===== src/hdl/charger_fault_defines.svh =====
// Offsets, field positions, reset values and timing figures of the block
`ifndef CHARGER_FAULT_DEFINES_SVH
`define CHARGER_FAULT_DEFINES_SVH

// ====================
// Clock and counters
`define CLK_MHZ 20
`define CNT_W 24

// ====================
// Times in microseconds, blink rate in hertz, duty in percent
`define T_OC_QUAL_US 3300
`define T_OCP_SHORT_US 6000
`define T_OCP_LONG_US 100000
`define T_ICL_US 30000
`define T_VIN_US 7000
`define T_BATOV_US 30000
`define T_PLIM_US 450
`define T_RILIM_US 37500
`define T_RSTOP_US 60000
`define T_ROFF_US 300000
`define STAT_BLINK_HZ 1
`define STAT_DUTY_PCT 50
`define US_PER_S 1000000

// ====================
// Register offsets
`define REG_IRQ 4'h0
`define REG_MASK 4'h1
`define REG_STATUS 4'h2
`define REG_DETAIL 4'h3
`define REG_CFG 4'h4
`define REG_MODE 4'h5

// ====================
// Field positions and codes
`define CFG_THR_MSB 3
`define CFG_SEL_BIT 4
`define CFG_STBY_BIT 5
`define MODE_MSB 3
`define MODE_ILIM_LSB 4
`define MODE_ILIM_MSB 6
`define MODE_REVERSE 4'hA
`define MODE_NOCHG_MAX 4'h4
`define BAT_DET_OK 3'h3
`define BAT_DET_OV 3'h5
`define BAT_DET_OC 3'h6
`define REV_DET_UV 2'h0
`define REV_DET_ILIM 2'h1
`define REV_DET_OV 2'h2
`define REV_DET_NONE 2'h3

// ====================
// Reset values
`define RST_MASK 8'h3F
`define RST_CFG 8'h00
`define RST_MODE 4'h5
`define RST_ILIM 3'h0

// ====================
// Debounce channel indices
`define DB_ICL 0
`define DB_VIN 1
`define DB_BATOV 2
`define DB_PLIM 3
`define DB_OC 4
`define DB_RILIM 5
`define DB_RSTOP 6
`define DB_N 7

`endif


===== src/hdl/charger_fault_pkg.sv =====
// Types shared by the charger supervisory logic
package charger_fault_pkg;

    // ====================
    // Interrupt flag vector, also the mask layout
    typedef struct packed {
        logic [1:0] spare;
        logic reverse_supply;
        logic reverse_power_limit;
        logic input_valid;
        logic input_current_limit;
        logic battery;
        logic batt_sys_overcurrent;
    } irq_vec_type;

    // ====================
    // Reverse-supply sequencer states
    typedef enum logic [1:0] {
        REV_IDLE,
        REV_DISCHARGE,
        REV_RUN,
        REV_OFF
    } rev_state_type;

    // ====================
    // Charger phase reported by the charge state machine
    typedef enum logic [2:0] {
        PH_NO_INPUT,
        PH_IDLE,
        PH_TRICKLE,
        PH_PRECHARGE,
        PH_FAST,
        PH_TOPOFF,
        PH_DONE,
        PH_FAULT
    } charge_phase_type;

endpackage


===== src/hdl/charger_fault_status.sv =====
// Supervisory fault, interrupt and status logic of the battery charger
//
// Functional notes
// - Nonzero four-bit threshold enables overcurrent watch; zero blocks overcurrent alerts.
// - Qualified overcurrent closes battery switch, raises two irqs, flags detail.
// - Overcurrent alert starts a timer; still present at expiry turns converter off.
// - Shutdown time select: 0 gives 6ms, 1 gives 100ms.
// - Debounce: limit change 30ms both, input 7ms, overvoltage 30ms, overcurrent 3.3ms.
// - Reverse power-limit rising edge qualified by 450us, falling immediate.
// - Forward mode: power good low while input sits inside its voltage window.
// - Reverse mode: power good low only while sourced output inside window.
// - Charge status released with no input, fault, standby or no-charge mode.
// - Status blinks 1Hz 50% while charging; held low in top-off and done.
// - Reverse mode runs when mode field is 0x0A or enable pin high.
// - Three-bit field selects sourced current limit, eight codes.
// - Current sense measures outflow in reverse mode, inflow otherwise.
// - Reverse irq flag, mask, live ok bit; detail latched until read.
// - Overload 37.5ms raises reverse irq, clears ok, detail 01.
// - Overload 60ms stops switching, restarts after 300ms off, repeating.
// - Output undervoltage stops switching, raises irq, clears ok, detail 00.
// - Output overvoltage stops switching, raises irq, clears ok, detail 10.
// - After undervoltage or overvoltage stop, retry after 300ms off.
// - Pin high enables reverse mode; else host writes 0x0A to mode.
// - Enable with input above lockout: discharge pulldown on, switching held off.
// - Interrupt output low while any unmasked flag is set.
//
// Design decisions made here: strobed register access and the address map.
`timescale 1ns/1ps
`include "charger_fault_defines.svh"

module charger_fault_status #(
    parameter int T_OC_QUAL_CYC = `T_OC_QUAL_US * `CLK_MHZ,
    parameter int T_OCP_SHORT_CYC = `T_OCP_SHORT_US * `CLK_MHZ,
    parameter int T_OCP_LONG_CYC = `T_OCP_LONG_US * `CLK_MHZ,
    parameter int T_ICL_CYC = `T_ICL_US * `CLK_MHZ,
    parameter int T_VIN_CYC = `T_VIN_US * `CLK_MHZ,
    parameter int T_BATOV_CYC = `T_BATOV_US * `CLK_MHZ,
    parameter int T_PLIM_CYC = `T_PLIM_US * `CLK_MHZ,
    parameter int T_RILIM_CYC = `T_RILIM_US * `CLK_MHZ,
    parameter int T_RSTOP_CYC = `T_RSTOP_US * `CLK_MHZ,
    parameter int T_ROFF_CYC = `T_ROFF_US * `CLK_MHZ,
    parameter int T_BLINK_CYC = (`US_PER_S / `STAT_BLINK_HZ)
        * `STAT_DUTY_PCT / 100 * `CLK_MHZ
) (
    input wire logic clk_i,
    input wire logic rst_i,
    input wire logic [3:0] reg_addr_i,
    input wire logic [7:0] reg_wdata_i,
    input wire logic reg_wr_i,
    input wire logic reg_rd_i,
    output logic [7:0] reg_rdata_o,
    input wire logic batt_current_above_i,
    input wire logic batt_overvoltage_i,
    input wire logic input_current_limit_active_i,
    input wire logic input_valid_i,
    input wire logic vin_above_uvlo_i,
    input wire logic vin_above_ovlo_i,
    input wire logic reverse_supply_enable_pin_i,
    input wire logic reverse_output_under_i,
    input wire logic reverse_output_over_i,
    input wire logic reverse_output_in_window_i,
    input wire logic reverse_overload_i,
    input wire logic reverse_pos_current_limit_i,
    input wire charger_fault_pkg::charge_phase_type charge_phase_i,
    output logic [3:0] batt_sys_overcurrent_threshold_o,
    output logic battery_switch_o,
    output logic dcdc_shutdown_o,
    output logic reverse_mode_o,
    output logic reverse_switching_o,
    output logic input_pulldown_o,
    output logic [2:0] reverse_current_limit_sel_o,
    output logic sense_outflow_o,
    output logic power_good_n_o,
    output logic power_good_oe_o,
    output logic charge_status_o,
    output logic charge_status_oe_o,
    output logic interrupt_out_n_o,
    output logic interrupt_out_oe_o
);

    // ====================
    // Register bus
    charger_fault_pkg::irq_vec_type flags_r, flags_nxt, mask_r, events;
    logic [7:0] cfg_r;
    logic [3:0] mode_r;
    logic [2:0] ilim_r;
    logic wr_cfg, wr_mode, wr_mask, rd_irq, rd_detail;

    assign wr_cfg = reg_wr_i && (reg_addr_i == `REG_CFG);
    assign wr_mode = reg_wr_i && (reg_addr_i == `REG_MODE);
    assign wr_mask = reg_wr_i && (reg_addr_i == `REG_MASK);
    assign rd_irq = reg_rd_i && (reg_addr_i == `REG_IRQ);
    assign rd_detail = reg_rd_i && (reg_addr_i == `REG_DETAIL);

    always_ff @(posedge clk_i) begin
        if (rst_i) begin
            cfg_r <= `RST_CFG;
            mask_r <= `RST_MASK;
            mode_r <= `RST_MODE;
            ilim_r <= `RST_ILIM;
        end else begin
            if (wr_cfg) begin
                cfg_r <= reg_wdata_i;
            end
            if (wr_mask) begin
                mask_r <= {2'b00, reg_wdata_i[5:0]};
            end
            if (wr_mode) begin
                mode_r <= reg_wdata_i[`MODE_MSB:0];
                ilim_r <= reg_wdata_i[`MODE_ILIM_MSB:`MODE_ILIM_LSB];
            end
        end
    end

    logic [3:0] thr;
    logic ocp_sel, standby, rev_en;
    assign thr = cfg_r[`CFG_THR_MSB:0];
    assign ocp_sel = cfg_r[`CFG_SEL_BIT];
    assign standby = cfg_r[`CFG_STBY_BIT];
    assign rev_en = (mode_r == `MODE_REVERSE)
        || reverse_supply_enable_pin_i;

    // ====================
    // Debounce bank
    localparam int RISE[`DB_N] = '{T_ICL_CYC, T_VIN_CYC, T_BATOV_CYC,
        T_PLIM_CYC, T_OC_QUAL_CYC, T_RILIM_CYC, T_RSTOP_CYC};
    localparam int FALL[`DB_N] = '{T_ICL_CYC, 1, 1, 1, 1, 1, 1};

    charger_fault_pkg::rev_state_type state_r;
    logic [`DB_N-1:0] raw, filt, filt_d;

    assign raw[`DB_ICL] = input_current_limit_active_i;
    assign raw[`DB_VIN] = input_valid_i;
    assign raw[`DB_BATOV] = batt_overvoltage_i;
    assign raw[`DB_PLIM] = reverse_pos_current_limit_i && rev_en;
    assign raw[`DB_OC] = batt_current_above_i && (thr != 4'h0);
    assign raw[`DB_RILIM] = reverse_overload_i
        && (state_r == charger_fault_pkg::REV_RUN);
    // Gated by the run state so each restart re-qualifies the overload
    assign raw[`DB_RSTOP] = reverse_overload_i
        && (state_r == charger_fault_pkg::REV_RUN);

    for (genvar g = 0; g < `DB_N; g++) begin : g_db
        debounce_filter #(
            .RISE_CYC(RISE[g]),
            .FALL_CYC(FALL[g])
        ) u_db (
            .clk_i(clk_i),
            .rst_i(rst_i),
            .raw_i(raw[g]),
            .filt_o(filt[g])
        );
    end

    always_ff @(posedge clk_i) begin
        if (rst_i) begin
            filt_d <= '0;
        end else begin
            filt_d <= filt;
        end
    end

    logic oc_ev, uv_ev, ov_ev, rilim_ev, running;
    assign running = (state_r == charger_fault_pkg::REV_RUN);
    assign oc_ev = filt[`DB_OC] && !filt_d[`DB_OC];
    assign rilim_ev = filt[`DB_RILIM] && !filt_d[`DB_RILIM];
    assign uv_ev = running && reverse_output_under_i;
    assign ov_ev = running && reverse_output_over_i;

    // ====================
    // Interrupt flags
    always_comb begin
        events = '0;
        events.batt_sys_overcurrent = oc_ev;
        events.battery = oc_ev
            || (filt[`DB_BATOV] && !filt_d[`DB_BATOV]);
        events.input_current_limit = filt[`DB_ICL] != filt_d[`DB_ICL];
        events.input_valid = filt[`DB_VIN] != filt_d[`DB_VIN];
        events.reverse_power_limit = filt[`DB_PLIM] && !filt_d[`DB_PLIM];
        events.reverse_supply = rilim_ev || uv_ev || ov_ev;
    end

    // New events win over the clearing read
    assign flags_nxt = (rd_irq ? '0 : flags_r) | events;

    always_ff @(posedge clk_i) begin
        if (rst_i) begin
            flags_r <= '0;
            interrupt_out_oe_o <= 1'b0;
        end else begin
            flags_r <= flags_nxt;
            interrupt_out_oe_o <= |(flags_r & ~mask_r);
        end
    end

    assign interrupt_out_n_o = 1'b0;

    // ====================
    // Battery overcurrent shutdown timer
    logic [`CNT_W-1:0] ocp_cnt_r, ocp_lim;
    logic ocp_run_r, ocp_done, dcdc_off_r;
    assign ocp_lim = ocp_sel ? `CNT_W'(T_OCP_LONG_CYC - 1)
        : `CNT_W'(T_OCP_SHORT_CYC - 1);
    assign ocp_done = ocp_run_r && (ocp_cnt_r >= ocp_lim);

    always_ff @(posedge clk_i) begin
        if (rst_i) begin
            ocp_run_r <= 1'b0;
            ocp_cnt_r <= '0;
        end else if (oc_ev) begin
            ocp_run_r <= 1'b1;
            ocp_cnt_r <= '0;
        end else if (ocp_done) begin
            ocp_run_r <= 1'b0;
            ocp_cnt_r <= '0;
        end else if (ocp_run_r) begin
            ocp_cnt_r <= ocp_cnt_r + 1'b1;
        end
    end

    // Converter stays off until software rewrites the configuration
    always_ff @(posedge clk_i) begin
        if (rst_i) begin
            dcdc_off_r <= 1'b0;
        end else if (ocp_done && filt[`DB_OC]) begin
            dcdc_off_r <= 1'b1;
        end else if (wr_cfg) begin
            dcdc_off_r <= 1'b0;
        end
    end

    // ====================
    // Reverse-supply sequencer
    logic [`CNT_W-1:0] off_cnt_r;
    logic off_done;
    assign off_done = off_cnt_r >= `CNT_W'(T_ROFF_CYC - 1);

    always_ff @(posedge clk_i) begin
        if (rst_i) begin
            state_r <= charger_fault_pkg::REV_IDLE;
        end else if (!rev_en) begin
            state_r <= charger_fault_pkg::REV_IDLE;
        end else begin
            case (state_r)
                charger_fault_pkg::REV_IDLE: begin
                    if (vin_above_uvlo_i) begin
                        state_r <= charger_fault_pkg::REV_DISCHARGE;
                    end else begin
                        state_r <= charger_fault_pkg::REV_RUN;
                    end
                end
                charger_fault_pkg::REV_DISCHARGE: begin
                    if (!vin_above_uvlo_i) begin
                        state_r <= charger_fault_pkg::REV_RUN;
                    end
                end
                charger_fault_pkg::REV_RUN: begin
                    if (ov_ev || uv_ev || filt[`DB_RSTOP]) begin
                        state_r <= charger_fault_pkg::REV_OFF;
                    end
                end
                charger_fault_pkg::REV_OFF: begin
                    if (off_done) begin
                        state_r <= charger_fault_pkg::REV_RUN;
                    end
                end
                default: begin
                    state_r <= charger_fault_pkg::REV_IDLE;
                end
            endcase
        end
    end

    always_ff @(posedge clk_i) begin
        if (rst_i || state_r != charger_fault_pkg::REV_OFF) begin
            off_cnt_r <= '0;
        end else if (!off_done) begin
            off_cnt_r <= off_cnt_r + 1'b1;
        end
    end

    // ====================
    // Reverse-supply status and latched detail
    logic rev_ok_r, det_lock_r;
    logic [1:0] rev_det_r;

    always_ff @(posedge clk_i) begin
        if (rst_i) begin
            rev_ok_r <= 1'b0;
        end else begin
            rev_ok_r <= running && !filt[`DB_RILIM] && !uv_ev && !ov_ev;
        end
    end

    // First fault is held; a fault coinciding with the read is kept
    always_ff @(posedge clk_i) begin
        if (rst_i) begin
            rev_det_r <= `REV_DET_NONE;
            det_lock_r <= 1'b0;
        end else if (events.reverse_supply && (!det_lock_r || rd_detail)) begin
            det_lock_r <= 1'b1;
            if (ov_ev) begin
                rev_det_r <= `REV_DET_OV;
            end else if (uv_ev) begin
                rev_det_r <= `REV_DET_UV;
            end else begin
                rev_det_r <= `REV_DET_ILIM;
            end
        end else if (rd_detail) begin
            det_lock_r <= 1'b0;
            rev_det_r <= `REV_DET_NONE;
        end
    end

    logic [2:0] bat_det;
    logic battery_ok_status;
    assign battery_ok_status = !filt[`DB_OC] && !filt[`DB_BATOV];
    assign bat_det = filt[`DB_OC] ? `BAT_DET_OC
        : (filt[`DB_BATOV] ? `BAT_DET_OV : `BAT_DET_OK);

    // ====================
    // Register read port
    always_ff @(posedge clk_i) begin
        if (rst_i || !reg_rd_i) begin
            reg_rdata_o <= 8'h00;
        end else begin
            case (reg_addr_i)
                `REG_IRQ: reg_rdata_o <= flags_r;
                `REG_MASK: reg_rdata_o <= mask_r;
                `REG_STATUS: reg_rdata_o <= {2'b00, dcdc_off_r,
                    filt[`DB_ICL], filt[`DB_VIN], rev_en, rev_ok_r, battery_ok_status};
                `REG_DETAIL: reg_rdata_o <= {2'b00, rev_det_r, 1'b0, bat_det};
                `REG_CFG: reg_rdata_o <= {2'b00, cfg_r[5:0]};
                `REG_MODE: reg_rdata_o <= {1'b0, ilim_r, mode_r};
                default: reg_rdata_o <= 8'h00;
            endcase
        end
    end

    // ====================
    // Pin outputs
    logic blink_low, stat_hiz, stat_blink, stat_hold;
    assign stat_blink = (charge_phase_i == charger_fault_pkg::PH_TRICKLE)
        || (charge_phase_i == charger_fault_pkg::PH_PRECHARGE)
        || (charge_phase_i == charger_fault_pkg::PH_FAST);
    assign stat_hold = (charge_phase_i == charger_fault_pkg::PH_TOPOFF)
        || (charge_phase_i == charger_fault_pkg::PH_DONE);
    assign stat_hiz = !filt[`DB_VIN] || standby
        || (charge_phase_i == charger_fault_pkg::PH_FAULT)
        || (mode_r <= `MODE_NOCHG_MAX);

    status_blinker #(
        .HALF_CYC(T_BLINK_CYC)
    ) u_blink (
        .clk_i(clk_i),
        .rst_i(rst_i),
        .run_i(stat_blink && !stat_hiz),
        .low_o(blink_low)
    );

    always_ff @(posedge clk_i) begin
        if (rst_i) begin
            power_good_oe_o <= 1'b0;
            charge_status_oe_o <= 1'b0;
            reverse_switching_o <= 1'b0;
            input_pulldown_o <= 1'b0;
        end else begin
            power_good_oe_o <= rev_en ? reverse_output_in_window_i
                : (vin_above_uvlo_i && !vin_above_ovlo_i);
            charge_status_oe_o <= !stat_hiz
                && (stat_hold || (stat_blink && blink_low));
            reverse_switching_o <= running && !dcdc_off_r;
            input_pulldown_o <= state_r == charger_fault_pkg::REV_DISCHARGE;
        end
    end

    assign power_good_n_o = 1'b0;
    assign charge_status_o = 1'b0;
    assign batt_sys_overcurrent_threshold_o = thr;
    assign battery_switch_o = filt[`DB_OC];
    assign dcdc_shutdown_o = dcdc_off_r;
    assign reverse_mode_o = rev_en;
    assign reverse_current_limit_sel_o = ilim_r;
    assign sense_outflow_o = rev_en;

    // ====================
    // Assertions
    thr_disabled_a: assert property (@(posedge clk_i) disable iff (rst_i)
        (thr == 4'h0) [*3] |-> !oc_ev)
        else $error("overcurrent alert with feature disabled");

    oc_irqs_a: assert property (@(posedge clk_i) disable iff (rst_i)
        oc_ev |=> flags_r.batt_sys_overcurrent && flags_r.battery)
        else $error("overcurrent alert did not raise both flags");

    ocp_off_a: assert property (@(posedge clk_i) disable iff (rst_i)
        (ocp_done && filt[`DB_OC]) |=> dcdc_shutdown_o)
        else $error("converter not shut down at timer expiry");

    discharge_a: assert property (@(posedge clk_i) disable iff (rst_i)
        (state_r == charger_fault_pkg::REV_DISCHARGE) |=>
        input_pulldown_o && !reverse_switching_o)
        else $error("switching or no pulldown during discharge");

    uv_detail_a: assert property (@(posedge clk_i) disable iff (rst_i)
        (uv_ev && !ov_ev && !det_lock_r) |=>
        rev_det_r == `REV_DET_UV && flags_r.reverse_supply && !rev_ok_r)
        else $error("undervoltage fault not reported");

    hiccup_off_a: assert property (@(posedge clk_i) disable iff (rst_i)
        (running && $past(state_r) == charger_fault_pkg::REV_OFF && rev_en)
        |-> $past(off_cnt_r) == `CNT_W'(T_ROFF_CYC - 1))
        else $error("restart before off time elapsed");

    irq_pin_a: assert property (@(posedge clk_i) disable iff (rst_i)
        |(flags_r & ~mask_r) |=> interrupt_out_oe_o)
        else $error("interrupt pin idle with unmasked flag");

    flag_hold_a: assert property (@(posedge clk_i) disable iff (rst_i)
        (flags_r.reverse_supply && !rd_irq) |=> flags_r.reverse_supply)
        else $error("flag dropped without a read");

    pg_fwd_a: assert property (@(posedge clk_i) disable iff (rst_i)
        (!rev_en && vin_above_uvlo_i && !vin_above_ovlo_i) |=>
        power_good_oe_o)
        else $error("power good not driven with valid input");

    stat_hiz_a: assert property (@(posedge clk_i) disable iff (rst_i)
        !filt[`DB_VIN] |=> !charge_status_oe_o)
        else $error("charge status driven without input");

endmodule


===== src/hdl/debounce_filter.sv =====
// Edge-qualifying filter with separate rising and falling times
`timescale 1ns/1ps
`include "charger_fault_defines.svh"

module debounce_filter #(
    parameter int RISE_CYC = 1,
    parameter int FALL_CYC = 1
) (
    input wire logic clk_i,
    input wire logic rst_i,
    input wire logic raw_i,
    output logic filt_o
);

    logic [`CNT_W-1:0] cnt_r;
    logic [`CNT_W-1:0] limit;

    assign limit = filt_o ? `CNT_W'(FALL_CYC - 1) : `CNT_W'(RISE_CYC - 1);

    // Any glitch back to the filtered level restarts qualification
    always_ff @(posedge clk_i) begin
        if (rst_i) begin
            cnt_r <= '0;
            filt_o <= 1'b0;
        end else if (raw_i == filt_o) begin
            cnt_r <= '0;
        end else if (cnt_r >= limit) begin
            cnt_r <= '0;
            filt_o <= raw_i;
        end else begin
            cnt_r <= cnt_r + 1'b1;
        end
    end

endmodule


===== src/hdl/status_blinker.sv =====
// Square-wave generator for the charge-status indicator
`timescale 1ns/1ps
`include "charger_fault_defines.svh"

module status_blinker #(
    parameter int HALF_CYC = 1
) (
    input wire logic clk_i,
    input wire logic rst_i,
    input wire logic run_i,
    output logic low_o
);

    logic [`CNT_W-1:0] cnt_r;

    // Each blink starts with the low phase
    always_ff @(posedge clk_i) begin
        if (rst_i || !run_i) begin
            cnt_r <= '0;
            low_o <= 1'b1;
        end else if (cnt_r >= `CNT_W'(HALF_CYC - 1)) begin
            cnt_r <= '0;
            low_o <= !low_o;
        end else begin
            cnt_r <= cnt_r + 1'b1;
        end
    end

endmodule


===== config.mk =====
export PLATFORM = sky130hd
export DESIGN_NAME = charger_fault_status
export DESIGN_NICKNAME = d
export VERILOG_FILES = /design/src/hdl/charger_fault_pkg.sv /design/src/hdl/charger_fault_status.sv /design/src/hdl/debounce_filter.sv /design/src/hdl/status_blinker.sv
export VERILOG_INCLUDE_DIRS = /design/src /design/src/hdl
export SDC_FILE = /design/constraint.sdc
export NUM_CORES = 1
export LEC_CHECK = 0
export ABC_AREA = 1
export ABC_CLOCK_PERIOD_IN_PS = 4500
export BUFFER_PORTS_ARGS = -buffer_cell sky130_fd_sc_hd__buf_2
export CORE_AREA = 2 2 150 189
export DETAILED_ROUTE_END_ITERATION = 16
export DIE_AREA = 0 0 152 191
export HOLD_SLACK_MARGIN = 0.03
export PLACE_DENSITY = 0.79
export RECOVER_POWER = 50
export SLEW_MARGIN = 30
export SYNTH_ARGS = -nofsm -noshare
export SYNTH_HDL_FRONTEND = slang
export SYNTH_HIERARCHICAL = 1
export SYNTH_SLANG_ARGS = --single-unit

===== constraint.sdc =====
create_clock -name clk_i -period 4.5 [get_ports clk_i]
set_clock_uncertainty 0.05 [all_clocks]
set_input_delay 0.9 -clock clk_i [delete_from_list [all_inputs] [get_ports clk_i]]
set_output_delay 0.9 -clock clk_i [all_outputs]
set_load 0.02 [all_outputs]

==> reports/qor.txt, run 1 <==
worst r2r src -> g_db[6].u_db/filt_o
final net count -> 2,486
CTS root buf -> clkbuf_16
WHS Endpoint -> off_cnt_r[23]
CTS max path bufs -> 3
FF-to-FF setup slack -> 1980 ps
Fill cells -> 2,385
drt first pass iters -> 7
Mapped Cells -> 2,296
min-delay src -> off_cnt_r[23]
commonest non-fill, non-tap cell in the layout -> nand2_1
failing checks -> max-capacitance violations, max-slew violations
initial antenna violation count -> 8
IR drop worst, VDD -> 0.325 mV
Post-Route WL -> 33.5 mm
slowest CP cell -> clkbuf_1
main flop type after synthesis -> dfxtp_1
largest area contributor in the netlist -> dfxtp_1
RSZ-0062 raised after global routing -> no
fraction of layout cells with a size suffix above 1 -> 12.1%
clock-pin slew on the worst setup and hold paths -> 60 ps
worst r2r dst -> g_db[6].u_db/cnt_r[21]
Synth Register Bits -> 299
WHS Path Cells -> 2
part of the cycle the worst path needs -> 73.1%
Mean Syn Cell Area -> 7.24 µm²
CP cell instances -> clkbuf_1 -> inv_1 -> nand2_1 -> a21oi_1
endpoints failing setup -> 0
core area -> 0.0273 mm²
Tightest Pin Transition -> 1790 ps
Initial Utilization -> 60.9%
Synth area leaders -> dfxtp_1 36%, nand2_1 12%, nor2_1 7.7%, ha_1 6.3%, inv_1 5.8%
total track usage -> 23.0%
Post-Place Worst Slack -> 1740 ps
WS Path Type -> primary input to flop
Final HPWL DP -> 24.5 mm
Port Buffer Count -> 52
Final Hold Slack -> 397 ps
drc violations -> 0
die area -> 0.0290 mm²
R2R cell count -> 11
vias in the first global route -> 13,376
largest net degree at the start of global routing -> 33
first-pass GRT wire length -> 57.9 mm
post_cts resized -> 0
DR vias/cell -> 5.13
boundary pin count -> 58
startpoint class of the critical path -> primary input
area share of the largest cell type after synthesis -> 36.0%
CTS tree -> built
slowest stage delay, CP -> 1250 ps
Area after DPL -> 0.0171 mm²
finished layout cell area -> 0.0181 mm²
most frequent cells in the layout -> 529 x nand2_1, 342 x nor2_1, 299 x dfxtp_1
crit-path max FO -> 32
Slew Limit Fails -> 33
worst path required time -> 4880 ps
post-synthesis sequential area ratio -> 36.0%
layout overhead on the synthesized area -> 8.71%
Async SR Flop Fraction -> 0%
status -> finished with violations
RePlAce Congestion -> 0.910
post-route ant nets -> 0
htree depth -> 1
utilization after layout -> 66.2%
Vias -> 14,118
Hold WC Path Type -> flop to flop
setup ws final -> 1210 ps
total of max-cap violations -> 1
final hold vios -> 0
setup tns final -> 0 ps
num rows -> 68
Slew HR -> -19.1%
number of synthesized flops with an enable pin -> 0
worst-skew pair later-pin latency -> 560 ps
Die X -> 152 µm
Leak -> 7.10 nW
postcts setup bufs -> 0
CTS Hold Bufs -> 0
routed len/inst -> 12.2 µm
PwrDens -> 302 mW/mm²
Die Height -> 191 µm
critical path arrival -> 3670 ps
Post-Syn Area -> 0.0166 mm²
Ys Warns -> 6
CP Capture Type -> flop
cts bufs inserted -> 31
Max Freq -> 304 MHz
DR iter-0 viols -> 730
grt ovf -> 0
CTS Sinks -> 299
crit path time final -> 3290 ps
Yosys cell types -> 59
[critical path, delay by kind of cell]
kind	cells	cell delay, ps
AOI/OAI and AO/OA	1	100
buffers and inverters	2	2150
and+or+nand+nor	1	500
[cell families (layout without fill, tap and decap cells)]
| logic type | count (synthesis) | after routing | synth area share (%) |
|---|---|---|---|
| AOI/OAI and AO/OA | 170 | 170 | 5.91 |
| xor gates and xnor gates | 145 | 145 | 7.64 |
| adders and majority gates | 84 | 84 | 6.32 |
| buffers and inverters | 319 | 389 | 8.20 |
| DFF | 299 | 299 | 36.0 |
| muxes | 1 | 1 | 0.0602 |
| other | 8 | 42 | 0.181 |
| and+or+nand+nor | 1270 | 1270 | 35.7 |
[where the power goes]
group	switching, mW	internal [mW]
Clock	1.05	1.51
Sequential	0.0299	2.68
Combinational	0.127	0.0631
[state kept, by name, summed over array words and instances (netlist names), 2 cells and up]
register,cells
rev_det_r,2
state_r,2
mask_r,6
ocp_cnt_r,24
reverse_current_limit_sel_o,3
g_db.u_db/filt_o,7
u_blink/cnt_r,24
off_cnt_r,24
reg_rdata_o,7
filt_d,6
g_db.u_db/cnt_r,168
mode_r,4
cfg_r,6
flags_r,6
[worst max-delay path by stage]
| stage | to | depth (start not counted) | start | slack, ps |
|---|---|---|---|---|
| 4_1_cts | reverse_mode_o | 4 | mode_r[2] | 1850 |
| 2_1_floorplan | sense_outflow_o | 3 | reverse_supply_enable_pin_i | 2190 |
| 3_3_place_gp | reg_rdata_o[6] | 4 | rst_i | 1760 |
| 5_1_grt | reg_rdata_o[0] | 4 | rst_i | 1030 |
| 3_5_place_dp | reg_rdata_o[0] | 4 | rst_i | 1740 |
| 6_report | reg_rdata_o[0] | 4 | rst_i | 1210 |
[per-layer routing]
layer / up-vias / part of all wire [%] / global-route usage [%]
met5: - / 0.081 / 0
met4: 4 / 3.0 / 7.98
met3: 74 / 5.4 / 4.17
met2: 258 / 49 / 41.8
met1: 6421 / 43 / 27.3
li1: 7361 / - / -
[layout make-up]
cell class	instances	area, µm²	share of cell area, %
timing repair buffer	52	234	1.29
antenna	6	15.0	0.0831
tap	350	438	2.42
sequential	299	5990	33.1
multi-input combinational	1706	9340	51.7
inverter	281	1050	5.84
clock buffer	39	816	4.51
clock inverter	17	194	1.07
[cell usage after synthesis, types with 35 or more instances]
cell type and count:
inv_1 258, a21oi_1 81, nor2_2 111, xnor2_1 43
nand3_1 105, xor2_1 102, nor3_1 35, o21ai_0 39
nor2_1 342, nand4_1 50, ha_1 84, nand2_1 527
dfxtp_1 299
[through the flow]
stage          power [mW]  instances
6_report             5.46       2750
5_1_grt              5.66       2745
4_1_cts              5.52       2744
3_5_place_dp         2.96       2688
3_3_place_gp         2.95       2688
2_1_floorplan        2.90       2324
No activity file was read; power rests on OpenSTA's default activity.
==> run 2: changes to the inputs <==
ABC_AREA = 0   (was 1)
ABC_CLOCK_PERIOD_IN_PS = 3000   (was 4500)
CORE_AREA = 2 2 149 187   (was 2 2 150 189)
DIE_AREA = 0 0 151 189   (was 0 0 152 191)
PLACE_DENSITY = 0.75   (was 0.79)
clock period = 3 ns   (was 4.5 ns; I/O delays follow)
==> run 2 against run 1 <==
Compared with the run above: the flow now finishes without violations; flip-flop and latch count unchanged; sequential share of layout area up 3.5 points; worst setup slack worse by 920 ps; synthesized area down 11%; utilization down 4.8 points; clock-buffer cell count down 2; synthesized cell count down 30%; non-clock buffer count up 19; clock power up 62%; critical path type is now flop to output port.
==> reports/qor.txt, run 2 <==
status -> finished clean
Slew Limit Fails -> 0
CTS Hold Bufs -> 0
Non-Filler Instances -> 2,071
IR drop worst, VDD -> 0.467 mV
post-synthesis sequential area ratio -> 40.6%
DR vias/cell -> 5.53
DR iter-0 viols -> 471
Mapped Cells -> 1,614
Port Buffer Count -> 52
CTS root buf -> clkbuf_16
final net count -> 1,816
most frequent cell after synthesis -> dfxtp_1
clock-pin slew on the worst setup and hold paths -> 60 ps
Slew HR -> 2.57%
Synth Register Bits -> 299
cts bufs inserted -> 31
commonest non-fill, non-tap cell in the layout -> dfxtp_1
Fill cells -> 2,298
Final HPWL DP -> 21.2 mm
CP Capture Type -> output port
final hold vios -> 0
largest area contributor in the netlist -> dfxtp_1
first-pass GRT wire length -> 50.8 mm
Largest register FFs -> 168
Synth area leaders -> dfxtp_1 41%, ha_1 7.1%, nor2_1 5.7%, xor2_1 5.0%, xnor2_1 4.8%
crit path time final -> 2700 ps
Reg area -> 0.00599 mm²
drt first pass iters -> 5
Post-Route WL -> 29.5 mm
CP cell instances -> nor4bb_1 -> buf_4 -> nor2_1 -> buf_4 -> inv_1 -> buf_2
Post-Syn Area -> 0.0148 mm²
CTS Sinks -> 299
postcts setup bufs -> 0
RSZ-0062 raised after global routing -> no
slowest CP cell -> nor2_1
Vias -> 11,458
post-route ant nets -> 0
main flop type after synthesis -> dfxtp_1
Yosys cell types -> 96
footprint of the multi-input gates -> 0.00828 mm²
worst-skew pair later-pin latency -> 560 ps
drc violations -> 0
slowest stage delay, CP -> 370 ps
Final Hold Slack -> 227 ps
Post-Place Worst Slack -> 465 ps
boundary pin count -> 58
num rows -> 67
placed cells -> 2,013
Tightest Pin Transition -> 1460 ps
fraction of layout cells with a size suffix above 1 -> 11.9%
most frequent cells in the layout -> 299 x dfxtp_1, 224 x nor2_1, 105 x nand2_1
number of synthesized flops with an enable pin -> 0
area share of the largest cell type after synthesis -> 40.6%
Mean Syn Cell Area -> 9.14 µm²
CTS max path bufs -> 3
routed len/inst -> 14.3 µm
CTS tree -> built
Ys Warns -> 6
vias in the first global route -> 11,113
Initial Utilization -> 55.3%
worst path required time -> 2350 ps
family with the most delay on the worst path -> buffers and inverters
Synth top cells by count -> 299 x dfxtp_1, 224 x nor2_1, 105 x nand2_1
endpoints failing setup -> 0
setup tns final -> 0 ps
Die Height -> 189 µm
largest net degree at the start of global routing -> 60
Top cell by count, worst path -> buf_4
startpoint class of the critical path -> flop
critical path arrival -> 2050 ps
crit path buf inv count -> 4
Die X -> 151 µm
Hold WC Path Type -> primary input to flop
Async SR Flop Fraction -> 0%
RePlAce Congestion -> 0.843
Area after DPL -> 0.0154 mm²
die area -> 0.0285 mm²
layout overhead on the synthesized area -> 10.9%
Max Freq -> 370 MHz
post_cts resized -> 0
grt ovf -> 0
total of max-cap violations -> 0
WS Path Type -> flop to output port
finished layout cell area -> 0.0164 mm²
PwrDens -> 515 mW/mm²
part of the cycle the worst path needs -> 90.2%
Leak -> 6.09 nW
core area -> 0.0267 mm²
initial antenna violation count -> 4
htree depth -> 1
crit-path max FO -> 4
Top reg by flops -> g_db.u_db/cnt_r
total track usage -> 20.9%
setup ws final -> 295 ps
[run 2: per-stage QoR]
step	power, mW	utilization [%]
2_1_floorplan	4.30	-
4_1_cts	8.52	61.8
3_3_place_gp	4.38	57.6
3_5_place_dp	4.39	57.6
6_report	8.44	61.4
5_1_grt	8.73	61.4
[run 2: where the power goes]
part,total (mW),internal (mW),leakage (nW),switching (mW)
sequential,4.05,4.02,2.42,0.0352
combinational,0.244,0.0961,3.12,0.148
clock,4.14,2.56,0.544,1.57
[run 2: kinds of logic after synthesis]
logic type	Yosys count	synth area share [%]
buf+inv	96	3.64
simple gates	746	27.1
compound gates	186	9.37
mux	30	2.15
fa+ha+maj	84	7.12
other cells	8	0.204
xor+xnor	165	9.80
flops	299	40.6
[run 2: cell type report]
cell class	instances	share of cell area, %
tap	345	2.64
inverter	51	1.17
clock buffer	37	5.06
antenna	3	0.0459
timing repair buffer	71	2.21
clock inverter	18	1.71
multi-input combinational	1247	50.6
sequential	299	36.6
[run 2: worst min-delay path: stages]
cell and delay, ps:
buf_2 80, a21oi_1 50, nor2_1 70
[run 2: routing by layer]
layer	vias up	share of wire (%)	wire, µm	GRT usage (%)
met2	147	49	14600	37.2
met5	-	0.044	13	0
met3	47	4.0	1180	3.78
met4	2	2.6	760	6.25
li1	5821	-	-	-
met1	5441	44	13000	25.5
[run 2: worst paths after layout]
check,from,to,slack [ps],cells after the start
max,mode_r[3],sense_outflow_o,300,6
min,reverse_output_in_window_i,power_good_oe_o,230,3
max reg2reg,g_db[0].u_db/cnt_r[0],g_db[0].u_db/cnt_r[19],310,5
min reg2reg,g_db[0].u_db/cnt_r[0],g_db[0].u_db/cnt_r[0],410,1
